[src/core/bco_pkg.sv]
// Package of constants for the breaker command output logic
package bco_pkg;
    // ===========================================================
    // Clock and timing
    // ===========================================================
    localparam int unsigned CLK_HZ       = 200_000_000;
    localparam int unsigned TICK_PER_MS  = CLK_HZ / 1000;
    localparam int unsigned OPER_MS      = 150;
    localparam int unsigned MIN_PULSE_MS = 100;
    localparam int unsigned MS_W         = 16;
    localparam int unsigned TICK_W       = 18;
    localparam int unsigned CNT_W        = 32;

    // ===========================================================
    // Setting defaults, in milliseconds
    // ===========================================================
    localparam logic [15:0] PULSE_MS_RST   = 16'h012C;
    localparam logic [15:0] SYNCHK_MS_RST  = 16'h03E8;
    localparam logic [15:0] INTERM_MS_RST  = 16'h0064;

    // ===========================================================
    // Breaker state encoding
    // ===========================================================
    typedef enum logic [1:0] {
        BCO_ST_INTERM = 2'h0,
        BCO_ST_OPEN   = 2'h1,
        BCO_ST_CLOSED = 2'h2,
        BCO_ST_BAD    = 2'h3
    } bco_state_e;

    // ===========================================================
    // Command sequencer states, one bit flips from idle to sync and from sync to pulse
    // ===========================================================
    typedef enum logic [1:0] {
        BCO_SQ_IDLE  = 2'h0,
        BCO_SQ_SYNC  = 2'h1,
        BCO_SQ_PULSE = 2'h3
    } bco_seq_e;

    // ===========================================================
    // Interrupt status bit constants; the status register holds unintended at bit 1 and operation at bit 2
    // ===========================================================
    localparam int unsigned IRQ_STATE  = 0;
    localparam int unsigned IRQ_OPER   = 1;
    localparam int unsigned IRQ_UNINT  = 2;
    localparam int unsigned IRQ_SYNCSW = 3;
    localparam int unsigned IRQ_W      = 4;
endpackage : bco_pkg

[src/core/bco_breaker_ctrl.sv]
// Breaker command outputs, filtered position, counter and state events
//
// The implementer's own choices: strobed register access and the address map.
`timescale 1ns/10ps
`default_nettype none

// How it works
// - Accepted open request drives open pulse for the set pulse length.
// - Accepted close request drives close pulse for the set pulse length.
// - Close waiting on sync too long raises sync-switch start output.
// - Every breaker operation gives a 150 ms operation pulse.
// - Position change without own pulse, sync start or external command flags unintended.
// - Closed indication comes from filtered position inputs.
// - Open indication comes from filtered position inputs.
// - Counter adds one each time the operation pulse starts.
// - Counter-reset request clears the operation counter to zero, or sets it to one when the operation pulse starts in the same cycle.
// - State event raised with new state on every state change.
// - Command channel open or close value drives matching command.
// - State: 0 neither, 1 open only, 2 closed only, 3 both.
// - Pulse ends early on confirmed switching, never before 100 ms.
// - Command needs local/remote permit, matching enable, sync for close when sync check is used.
// - Block-operation input suppresses all commands.
module bco_breaker_ctrl (
    input  wire logic                   core_clk_i,
    input  wire logic                   nrst_i,
    // Settings, times in milliseconds
    input  wire logic [bco_pkg::MS_W-1:0] pulse_ms_i,
    input  wire logic [bco_pkg::MS_W-1:0] synchk_ms_i,
    input  wire logic [bco_pkg::MS_W-1:0] interm_ms_i,
    input  wire logic                   sync_check_used_i,
    // Command sources, same clock domain
    input  wire logic                   local_cmd_i,
    input  wire logic                   local_permit_i,
    input  wire logic                   remote_permit_i,
    input  wire logic                   operator_command_channel_i,
    input  wire logic                   operator_command_value_i,
    input  wire logic                   open_permit_i,
    input  wire logic                   close_permit_i,
    input  wire logic                   synchronism_ok_i,
    input  wire logic                   block_operation_i,
    input  wire logic                   counter_reset_i,
    // Pins from the breaker
    input  wire logic                   position_open_in_i,
    input  wire logic                   position_closed_in_i,
    input  wire logic                   external_command_seen_i,
    // Register port for interrupt status
    input  wire logic [1:0]             addr_i,
    input  wire logic [7:0]             wdata_i,
    input  wire logic                   wr_i,
    input  wire logic                   rd_i,
    output logic      [31:0]            rdata_o,
    output logic                        irq_o,
    // Outputs
    output logic                        open_pulse_out_o,
    output logic                        close_pulse_out_o,
    output logic                        sync_switch_start_o,
    output logic                        operation_o,
    output logic                        unintended_operation_o,
    output logic                        closed_ind_o,
    output logic                        open_ind_o,
    output logic [bco_pkg::CNT_W-1:0]   op_count_o,
    output logic [1:0]                  state_o,
    output logic                        state_event_o
);
    // ===========================================================
    // Millisecond tick
    // ===========================================================
    logic [bco_pkg::TICK_W-1:0] tick_reg;
    wire  ms_tick = (tick_reg == bco_pkg::TICK_W'(bco_pkg::TICK_PER_MS - 1));

    always_ff @(posedge core_clk_i) begin
        if (!nrst_i || ms_tick) tick_reg <= '0;
        else tick_reg <= tick_reg + 1'b1;
    end

    // ===========================================================
    // Pin synchronisers: change accepted when stages two and three agree
    // ===========================================================
    logic [2:0] s1_reg, s2_reg, s3_reg, pin_reg;
    wire  [2:0] pins = {external_command_seen_i, position_closed_in_i,
                        position_open_in_i};
    wire  [2:0] pin_next;

    genvar g;
    generate
        for (g = 0; g < 3; g++) begin : g_pin
            assign pin_next[g] = (s2_reg[g] == s3_reg[g]) ? s3_reg[g]
                                                           : pin_reg[g];
        end
    endgenerate

    always_ff @(posedge core_clk_i) begin
        if (!nrst_i) begin
            s1_reg  <= '0;
            s2_reg  <= '0;
            s3_reg  <= '0;
            pin_reg <= '0;
        end else begin
            s1_reg  <= pins;
            s2_reg  <= s1_reg;
            s3_reg  <= s2_reg;
            pin_reg <= pin_next;
        end
    end

    wire pos_open   = pin_reg[0];
    wire pos_closed = pin_reg[1];
    wire ext_seen   = pin_reg[2];

    // ===========================================================
    // Raw state and filtered indication
    // ===========================================================
    wire [1:0] raw_state = {pos_closed, pos_open};
    logic [1:0] filt_reg;
    logic [1:0] prev_raw_reg;
    logic [bco_pkg::MS_W-1:0] interm_cnt_reg;

    // Intermediate/bad must persist before it is reported
    wire raw_stable_end = (raw_state == bco_pkg::BCO_ST_OPEN) ||
                          (raw_state == bco_pkg::BCO_ST_CLOSED);
    wire interm_expired = ms_tick && (interm_cnt_reg >= interm_ms_i);
    wire [1:0] filt_next =
        (raw_stable_end || interm_expired) ? raw_state : filt_reg;
    wire state_chg = (filt_next != filt_reg);

    always_ff @(posedge core_clk_i) begin
        if (!nrst_i) begin
            filt_reg       <= bco_pkg::BCO_ST_INTERM;
            prev_raw_reg   <= bco_pkg::BCO_ST_INTERM;
            interm_cnt_reg <= '0;
        end else begin
            filt_reg     <= filt_next;
            prev_raw_reg <= raw_state;
            if (raw_state != prev_raw_reg || raw_stable_end)
                interm_cnt_reg <= '0;
            else if (ms_tick && interm_cnt_reg != '1)
                interm_cnt_reg <= interm_cnt_reg + 1'b1;
        end
    end

    // Transition between the two end positions is one operation
    wire op_event = state_chg &&
        ((filt_reg == bco_pkg::BCO_ST_OPEN &&
          filt_next == bco_pkg::BCO_ST_CLOSED) ||
         (filt_reg == bco_pkg::BCO_ST_CLOSED &&
          filt_next == bco_pkg::BCO_ST_OPEN));

    // ===========================================================
    // Command acceptance
    // ===========================================================
    wire src_ok   = local_cmd_i ? local_permit_i : remote_permit_i;
    wire want_cls = operator_command_channel_i &&
                    operator_command_value_i;
    wire want_opn = operator_command_channel_i &&
                    !operator_command_value_i;
    wire acc_opn  = want_opn && src_ok && open_permit_i &&
                    !block_operation_i;
    wire acc_cls  = want_cls && src_ok && close_permit_i &&
                    !block_operation_i;

    // ===========================================================
    // Command sequencer
    // ===========================================================
    bco_pkg::bco_seq_e seq_reg, seq_next;
    logic                     dir_close_reg;
    logic [bco_pkg::MS_W-1:0] ms_cnt_reg;
    logic                     opn_reg, cls_reg, sw_reg;

    wire confirmed = dir_close_reg ? (raw_state == bco_pkg::BCO_ST_CLOSED)
                                   : (raw_state == bco_pkg::BCO_ST_OPEN);
    wire min_done  = (ms_cnt_reg >= bco_pkg::MS_W'(bco_pkg::MIN_PULSE_MS));
    wire pulse_end = (ms_tick && ms_cnt_reg + 1'b1 >= pulse_ms_i) ||
                     (confirmed && min_done);
    wire sync_to   = ms_tick && (ms_cnt_reg + 1'b1 >= synchk_ms_i);
    wire cls_go    = !sync_check_used_i || synchronism_ok_i;

    always_comb begin
        seq_next = seq_reg;
        case (seq_reg)
            bco_pkg::BCO_SQ_IDLE: begin
                if (acc_opn) seq_next = bco_pkg::BCO_SQ_PULSE;
                else if (acc_cls)
                    seq_next = cls_go ? bco_pkg::BCO_SQ_PULSE
                                      : bco_pkg::BCO_SQ_SYNC;
            end
            bco_pkg::BCO_SQ_SYNC: begin
                if (block_operation_i) seq_next = bco_pkg::BCO_SQ_IDLE;
                else if (synchronism_ok_i) seq_next = bco_pkg::BCO_SQ_PULSE;
                else if (sync_to) seq_next = bco_pkg::BCO_SQ_IDLE;
            end
            bco_pkg::BCO_SQ_PULSE: begin
                if (pulse_end || block_operation_i)
                    seq_next = bco_pkg::BCO_SQ_IDLE;
            end
            default: seq_next = bco_pkg::BCO_SQ_IDLE;
        endcase
    end

    wire enter_pulse = (seq_next == bco_pkg::BCO_SQ_PULSE) &&
                       (seq_reg != bco_pkg::BCO_SQ_PULSE);
    wire in_pulse    = (seq_next == bco_pkg::BCO_SQ_PULSE);
    wire sw_fire     = (seq_reg == bco_pkg::BCO_SQ_SYNC) &&
                       !block_operation_i && !synchronism_ok_i && sync_to;

    always_ff @(posedge core_clk_i) begin
        if (!nrst_i) begin
            seq_reg       <= bco_pkg::BCO_SQ_IDLE;
            dir_close_reg <= 1'b0;
            ms_cnt_reg    <= '0;
            opn_reg       <= 1'b0;
            cls_reg       <= 1'b0;
            sw_reg        <= 1'b0;
        end else begin
            seq_reg <= seq_next;
            if (seq_reg == bco_pkg::BCO_SQ_IDLE)
                dir_close_reg <= !acc_opn && acc_cls;
            if (seq_next != seq_reg) ms_cnt_reg <= '0;
            else if (ms_tick) ms_cnt_reg <= ms_cnt_reg + 1'b1;
            opn_reg <= in_pulse && (enter_pulse ? acc_opn
                                                : !dir_close_reg);
            cls_reg <= in_pulse && (enter_pulse ? !acc_opn
                                                : dir_close_reg);
            sw_reg  <= sw_fire;
        end
    end

    // ===========================================================
    // Operation pulse, counter, unintended flag, events
    // ===========================================================
    logic [bco_pkg::MS_W-1:0] op_ms_reg;
    logic                     oper_reg, unint_reg, seen_cmd_reg, evt_reg;
    logic [bco_pkg::CNT_W-1:0] cnt_reg;

    wire oper_done = ms_tick &&
        (op_ms_reg + 1'b1 >= bco_pkg::MS_W'(bco_pkg::OPER_MS));
    // Command evidence is held from the pulse until the breaker moves
    wire cmd_seen_next = (seen_cmd_reg || opn_reg || cls_reg || ext_seen ||
                          sw_reg) && !op_event;

    always_ff @(posedge core_clk_i) begin
        if (!nrst_i) begin
            op_ms_reg    <= '0;
            oper_reg     <= 1'b0;
            cnt_reg      <= '0;
            unint_reg    <= 1'b0;
            seen_cmd_reg <= 1'b0;
            evt_reg      <= 1'b0;
        end else begin
            if (op_event) begin
                oper_reg  <= 1'b1;
                op_ms_reg <= '0;
            end else if (oper_reg) begin
                if (oper_done) oper_reg <= 1'b0;
                if (ms_tick) op_ms_reg <= op_ms_reg + 1'b1;
            end
            // Reset wins only when no operation pulse starts this cycle
            if (op_event && !oper_reg) cnt_reg <= counter_reset_i ?
                bco_pkg::CNT_W'(1) : cnt_reg + 1'b1;
            else if (counter_reset_i) cnt_reg <= '0;
            if (op_event)
                unint_reg <= !(seen_cmd_reg || ext_seen);
            else if (opn_reg || cls_reg) unint_reg <= 1'b0;
            seen_cmd_reg <= cmd_seen_next;
            evt_reg      <= state_chg;
        end
    end

    // ===========================================================
    // Interrupt status, enable, clear
    // ===========================================================
    localparam logic [1:0] A_STAT = 2'h0;
    localparam logic [1:0] A_EN   = 2'h1;
    localparam logic [1:0] A_CLR  = 2'h2;
    localparam logic [1:0] A_CNT  = 2'h3;

    logic [bco_pkg::IRQ_W-1:0] stat_reg, en_reg;
    logic [31:0]               rdata_reg;
    logic                      irq_reg;
    wire  [bco_pkg::IRQ_W-1:0] ev_vec = {sw_fire, op_event && !oper_reg,
                                         op_event &&
                                         !(seen_cmd_reg || ext_seen),
                                         state_chg};
    wire  [bco_pkg::IRQ_W-1:0] clr_vec = (wr_i && addr_i == A_CLR) ?
                                         wdata_i[bco_pkg::IRQ_W-1:0] : '0;
    // Set wins over a clear in the same cycle
    wire  [bco_pkg::IRQ_W-1:0] stat_next = (stat_reg & ~clr_vec) | ev_vec;
    wire  [31:0] rd_mux =
        (addr_i == A_STAT) ? {28'h0000000, stat_reg} :
        (addr_i == A_EN)   ? {28'h0000000, en_reg}   :
        (addr_i == A_CNT)  ? cnt_reg : 32'h00000000;

    always_ff @(posedge core_clk_i) begin
        if (!nrst_i) begin
            stat_reg  <= '0;
            en_reg    <= '0;
            rdata_reg <= '0;
            irq_reg   <= 1'b0;
        end else begin
            stat_reg  <= stat_next;
            if (wr_i && addr_i == A_EN) en_reg <= wdata_i[bco_pkg::IRQ_W-1:0];
            rdata_reg <= rd_i ? rd_mux : 32'h00000000;
            irq_reg   <= |(stat_next & en_reg);
        end
    end

    // ===========================================================
    // Outputs
    // ===========================================================
    logic [1:0] state_out_reg;
    always_ff @(posedge core_clk_i) begin
        if (!nrst_i) state_out_reg <= bco_pkg::BCO_ST_INTERM;
        else state_out_reg <= filt_next;
    end

    assign open_pulse_out_o       = opn_reg;
    assign close_pulse_out_o      = cls_reg;
    assign sync_switch_start_o    = sw_reg;
    assign operation_o            = oper_reg;
    assign unintended_operation_o = unint_reg;
    assign closed_ind_o  = (state_out_reg == bco_pkg::BCO_ST_CLOSED);
    assign open_ind_o    = (state_out_reg == bco_pkg::BCO_ST_OPEN);
    assign op_count_o    = cnt_reg;
    assign state_o       = state_out_reg;
    assign state_event_o = evt_reg;
    assign rdata_o       = rdata_reg;
    assign irq_o         = irq_reg;
endmodule : bco_breaker_ctrl
`default_nettype wire

[config.mk]
export PLATFORM = sky130hd
export DESIGN_NAME = bco_breaker_ctrl
export DESIGN_NICKNAME = d
export VERILOG_FILES = /design/src/core/bco_pkg.sv /design/src/core/bco_breaker_ctrl.sv
export SDC_FILE = /design/constraint.sdc
export NUM_CORES = 1
export LEC_CHECK = 0
export ABC_AREA = 1
export BUFFER_PORTS_ARGS = -buffer_cell sky130_fd_sc_hd__clkbuf_2
export CAP_MARGIN = 20
export CORE_ASPECT_RATIO = 0.5
export CORE_MARGIN = 1.5
export CORE_UTILIZATION = 50
export CTS_BUF_LIST = sky130_fd_sc_hd__clkbuf_8
export CTS_CLUSTER_SIZE = 12
export DETAILED_ROUTE_END_ITERATION = 7
export PLACE_DENSITY = 0.77
export REMOVE_ABC_BUFFERS = 1
export SLEW_MARGIN = 0
export SYNTH_ARGS = -nofsm -noshare
export SYNTH_HDL_FRONTEND = slang
export SYNTH_SLANG_ARGS = --single-unit
[constraint.sdc]
create_clock -name core_clk_i -period 3.2 [get_ports core_clk_i]
set_clock_uncertainty 0.05 [all_clocks]
set_input_delay 0.64 -clock core_clk_i [delete_from_list [all_inputs] [get_ports core_clk_i]]
set_output_delay 0.64 -clock core_clk_i [all_outputs]
set_load 0.03 [all_outputs]
# --- After elaboration in Yosys (flattened, before gate mapping) ---
# Cells that the tools add are included.
word_totals:
  reg_bits: 165
  latchBits: 0
  ramBits: 0
  rom_bits: 0
  in_bits: 76
  output_inout_bits: 75
  elab_cells: 154
  n_memories: 0
classes:
  n_addsub: 5
  n_mul: 0
  div_mod_pow: 0
  n_lt_le_gt_ge: 5
  eq_ne: 21
  shift: 0
  n_mux: 25
  bitwise: 7
  reduce_logical: 64
op_table:
  columns: ["op", "count"]
  rows:
  - ["$mux 32", 3]
  - ["$add 16x1->16 const B", 3]
  - ["$ge 16x16->1", 3]
  - ["$add 32x1->32 const B", 1]
  - ["$logic_and 1x1->1", 29]
  - ["$add 18x1->18 const B", 1]
  - ["$eq 18x18->1 const B", 1]
  - ["$ge 16x7->1 const B", 1]
  - ["$ge 16x8->1 const B", 1]
  - ["$mux 2", 8]
  - ["$mux 4", 4]
  - ["$ne 16x16->1 const B", 1]
  - ["$eq 2x2->1 const B", 7]
  - ["$logic_or 1x1->1", 14]
  - ["$eq 2x1->1 const B", 5]
  - ["$logic_not 1->1", 10]
  - ["$mux 1", 9]
  - ["$and 4x4->4", 2]
  - ["$ne 2x2->1", 3]
  - ["$pmux 2 s3", 1]
  - ["$reduce_or 2->1", 3]
  - ["$reduce_or 5->1", 1]
  - ["$logic_not 2->1", 2]
  - ["$not 4->4", 1]
  - ["other kinds (7)", 13]

# --- Depth between registers and ports, before layout ---
depth:
  depth_word: 12
  ltp_mapped: 24
  depth_no_buf: 23

# --- Least setup slack after synthesis ---
# No wires, ideal clock.
synth_path:
  kind: "reg2reg"
  startpoint: "register ms_cnt_reg[2] in the netlist's numbering"
  endpoint: "register ms_cnt_reg[10] in the netlist's numbering"
  setup_ps: 64
  arrival_time_ps: 3026
  required_ps: 3086
  path_slack_ps: 59
  path_stages_with_launch: 21
  path_buffers: 1
  synth_period_minus_slack_ps: 3141
  path_cell_list: "dfxtp_1 -> nand3_1 -> nor3_1 -> nand3_1 -> nor2_1 -> nand2_1 -> nor3_1 -> xor2_1 -> ha_1 -> nand2_1 -> inv_1 -> nand3_1 -> inv_1 -> a21oi_1 -> nand2_1 -> a21boi_0 -> o21bai_1 -> nand4_1 -> nand3_1 -> buf_2 -> nor2_1"
synth_via:
  elab_chain_len: 9
  elab_cells_between_ends: 16
  classes_between: "1 x add/sub; 3 x order compare; 1 x eq/ne; 5 x mux; 6 x reduce/logical"
synth_rtl:
  columns: ["item", "line", "source"]
  rows:
  - ["start: declaration", "bco_breaker_ctrl.sv:166", "logic [bco_pkg::MS_W-1:0] ms_cnt_reg;"]
  - ["start signal: assignment", "bco_breaker_ctrl.sv:218", "else if (ms_tick) ms_cnt_reg <= ms_cnt_reg + 1'b1;"]
  - ["$add 16x1->16", "bco_breaker_ctrl.sv:172, bco_breaker_ctrl.sv:174, bco_breaker_ctrl.sv:218", null]
  - ["$ge 16x16->1, on equally long branches", "bco_breaker_ctrl.sv:174, bco_breaker_ctrl.sv:172", null]
  - ["$logic_and 1x1->1, on equally long branches", "bco_breaker_ctrl.sv:174, bco_breaker_ctrl.sv:172", null]
  - ["$mux 2 or $logic_or 1x1->1 (tied branches)", "bco_breaker_ctrl.sv:189, bco_breaker_ctrl.sv:172", null]
  - ["$mux 2 or $logic_or 1x1->1 (tied branches)", "bco_breaker_ctrl.sv:188, bco_breaker_ctrl.sv:192", null]
  - ["$mux 2, on equally long branches", "bco_breaker_ctrl.sv:187, bco_breaker_ctrl.sv:192", null]
  - ["$pmux 2 s3", "bco_breaker_ctrl.sv:179", "case (seq_reg)"]
  - ["$ne 2x2->1", "bco_breaker_ctrl.sv:217", "if (seq_next != seq_reg) ms_cnt_reg <= '0;"]
  - ["$reduce_or 2->1 (no line)", null, null]
# Several ways; a longest one is shown, not always the timed one.
# A chain may end at the register's enable or synchronous reset.

# --- Final worst setup path ---
layout_path:
  startpoint: "register ms_cnt_reg[1] in the netlist's numbering"
  endpoint: "register ms_cnt_reg[10] in the netlist's numbering"
# Same word-level chain as after synthesis.

==> summary.md <==
| Metric | Value |
|---|---|
| Status | `finished with violations` |
| Failing checks | `setup timing` |
| Pwr/cell area | `359 nW/um^2` |
| Worst-margin pin slew | `0.986 ns` |
| CP arrival | `3.50 ns` |
| Critical path peak fanout | `8` |
| Vias | `8820` |
| Wirelength, routed | `22600 um` |
| Fillers | `1549` |
| Core area | `17400 um^2` |
| Crit path kind | `register to register` |
| Worst-path clk slew | `0.11 ns` |
| Layout Nets | `1612` |
| Std cell rows | `34` |
| Seq/Total Area, Yosys | `0.371` |
| Final worst slack | `-0.00178 ns` |
| Fmax | `312 MHz` |
| RSZ-0062 raised after global routing | `true` |
| Final Hold Fails | `0` |
| Top Ports | `151` |
| DP Wirelength | `16300 um` |
| Share of post-route cells with drive strength above 1 | `0.200` |
| Max cap viols | `0` |
| Critical Path RT | `3.50 ns` |
| Worst slew margin | `0.341` |
| DIE WIDTH | `192 um` |
| CTS Root Cell | `clkbuf_8` |
| Warnings from Yosys | `0` |
| GR Util All Layers | `0.246` |
| P&R area growth vs syn | `22.0%` |
| Setup Viol. Count Final | `1` |
| Placer Congestion | `0.876` |
| Post-route minimum period | `3.20 ns` |
| Setup crit end kind | `register` |
| Inserted Diodes | `0` |
| Vias in the first global route | `8432` |
| Synth top area cells | `dfxtp_1 37%, nand2_1 11%, inv_1 9.7%` |
| DP Area | `10000 um^2` |
| Starting Density | `0.512` |
| Global-route met1 utilization | `0.305` |
| Reg2Reg Setup Slack | `-0.002 ns` |
| EDFF count, synth | `0` |
| Cell Area, Synth | `8910 um^2` |
| Worst Hold Slack | `0.296 ns` |
| Pin count of the biggest net entering global routing | `29` |
| Leakage | `5.27 nW` |
| Worst VDD drop | `0.314 mV` |
| DR pass1 iterations | `8` |
| Synth Flop Type | `dfxtp_1` |
| Most used routing layer | `met2` |
| Synth async-reset ratio | `0` |
| Final period utilization | `1.00` |
| Antenna violations before repair | `0` |
| Worst setup SP type | `register` |
| IO Port Bufs | `146` |
| Post-synth top area cell | `dfxtp_1` |
| Final TNS setup | `-0.00178 ns` |
| DRT iter0 DRCs | `503` |
| Pins over their slew limit | `0` |
| Synth Register Bits | `165` |
| DIE AREA | `18700 um^2` |
| Design area | `10900 um^2` |
| Met3 Use GR | `0.0531` |
| Syn avg cell area | `6.88 um^2` |
| H-tree Lvls | `4` |
| First-pass GRT wire length | `37600 um` |
| Worst-Skew Late Latency | `0.48 ns` |
| DR vias/cell | `5.11` |
| Routed WL per cell | `13.1 um` |
| Antenna Nets Post-Route | `0` |
| # DRC | `0` |
| Grt met2 use | `0.430` |
| Share of the synthesized area in the top cell type | `0.371` |
| Post-Syn Instances | `1296` |
| Max clock buf depth | `2` |
| Remaining Overflow, GRT | `0` |
| TritonCTS clock tree | `done` |
| Total CTS buffers | `17` |
| Hold Crit Class | `input port to register` |
| Clock Sinks | `165` |
| Synth cell types | `39` |
| Chip height | `97.4 um` |
-- through the flow --
step / worst slack (ns) / power (mW) / utilization / instances
global route: -0.172 / 4.04 / 0.625 / 1726
floorplan: 0.0343 / 2.22 / - / 1278
CTS: 0.00797 / 3.91 / 0.614 / 1724
global placement: 0.0402 / 2.31 / 0.577 / 1682
detailed placement: -0.145 / 2.31 / 0.577 / 1682
finish: -0.00178 / 3.91 / 0.625 / 1726
-- worst paths after layout --
check | startpoint | end | cells past startpoint
worst min register to register | s1_reg[1] | s2_reg[1] | 2
worst max-delay path | ms_cnt_reg[1] | ms_cnt_reg[10] | 23
worst min-delay path | position_closed_in_i | s1_reg[1] | 3
worst max register to register | ms_cnt_reg[1] | ms_cnt_reg[10] | 23
-- routing by layer --
| layer | part of all wire | vias up | routed length, um |
|---|---|---|---|
| li1 | - | 4481 | - |
| met1 | 0.44 | 4023 | 10000 |
| met2 | 0.47 | 278 | 10700 |
| met3 | 0.067 | 38 | 1520 |
| met4 | 0.014 | 0 | 318 |
| met5 | 0 | - | 0 |
-- Yosys cell counts, types with 5 or more instances --
| cell type | count |
|---|---|
| nor2_1 | 172 |
| inv_2 | 6 |
| clkbuf_1 | 12 |
| nor4_1 | 10 |
| dfxtp_1 | 165 |
| nand2_2 | 5 |
| nor3_1 | 42 |
| nand3_1 | 75 |
| inv_1 | 230 |
| ha_1 | 57 |
| nand4_1 | 19 |
| o21ai_0 | 64 |
| xor2_1 | 32 |
| nor3b_1 | 5 |
| or2_2 | 9 |
| a21oi_1 | 87 |
| nand2_1 | 254 |
| nand3b_1 | 5 |
-- layout by cell type, fill, tap and decap left out, types with 5 or more instances in the layout --
cell,synthesis,layout
nand2_1,254,248
o21ai_0,64,61
nor4_1,10,10
clkbuf_2,0,146
buf_4,0,31
nor3b_1,5,5
nand4_1,19,19
inv_1,230,230
nand3b_1,5,5
nor3_1,42,37
inv_2,6,8
xor2_1,32,29
nor2_1,172,155
a21oi_2,0,5
nor2_2,2,16
clkbuf_8,0,17
nand2_2,5,10
nand3_2,0,5
or2_2,9,9
nand2_4,4,5
dfxtp_1,165,161
nand3_1,75,66
a21oi_1,87,82
ha_1,57,53
-- critical path: stages, from the launching register on --
cell and delay (ns):
dfxtp_4 0.39, ha_4 0.14, nand3_4 0.08, nor2_4 0.11, buf_4 0.11, buf_4 0.09
buf_4 0.10, nand2_4 0.06, xor2_4 0.19, ha_1 0.28, nand2_1 0.06, inv_2 0.07
o21ai_0 0.12, nand2_1 0.09, nor2_1 0.04, o21ai_1 0.12, nand2_1 0.09, nand2_2 0.10
a21boi_2 0.06, o21bai_1 0.19, nand4_1 0.18, nand3_4 0.15, buf_12 0.14, nor2_1 0.04
-- layout make-up --
| class | count | area (um^2) | area share |
|---|---|---|---|
| clock inverters | 15 | 180 | 0.0166 |
| multi-input cells | 875 | 4920 | 0.452 |
| repair buffers | 182 | 1040 | 0.0961 |
| inverters | 238 | 893 | 0.0822 |
| flip-flops and latches | 165 | 3310 | 0.304 |
| well taps | 234 | 293 | 0.0269 |
| clock buffers | 17 | 234 | 0.0215 |
-- repair_timing --
item,in CTS,in global routing
buffers inserted,11,2
hold buffers,0,0
pin swaps,21,23
resized for setup,35,42
gates cloned,1,0
hold endpoints to repair,0,0
setup endpoints to repair,16,21
-- cell families after synthesis --
| family | after synthesis | share of synthesized area |
|---|---|---|
| DFF | 165 | 0.371 |
| adders and majority gates | 57 | 0.0800 |
| muxes | 3 | 0.00337 |
| AOI/OAI and AO/OA | 173 | 0.103 |
| buffers and inverters | 256 | 0.111 |
| and+or+nand+nor | 608 | 0.299 |
| xor gates and xnor gates | 34 | 0.0334 |
-- where the power goes --
part           switching, mW  leakage, nW  total (mW)  internal, mW
clock network          0.838        0.208        1.62         0.779
logic                  0.129         3.73       0.220        0.0917
registers            0.00705         1.33        2.07          2.06
(Power assumes the default switching activity.)
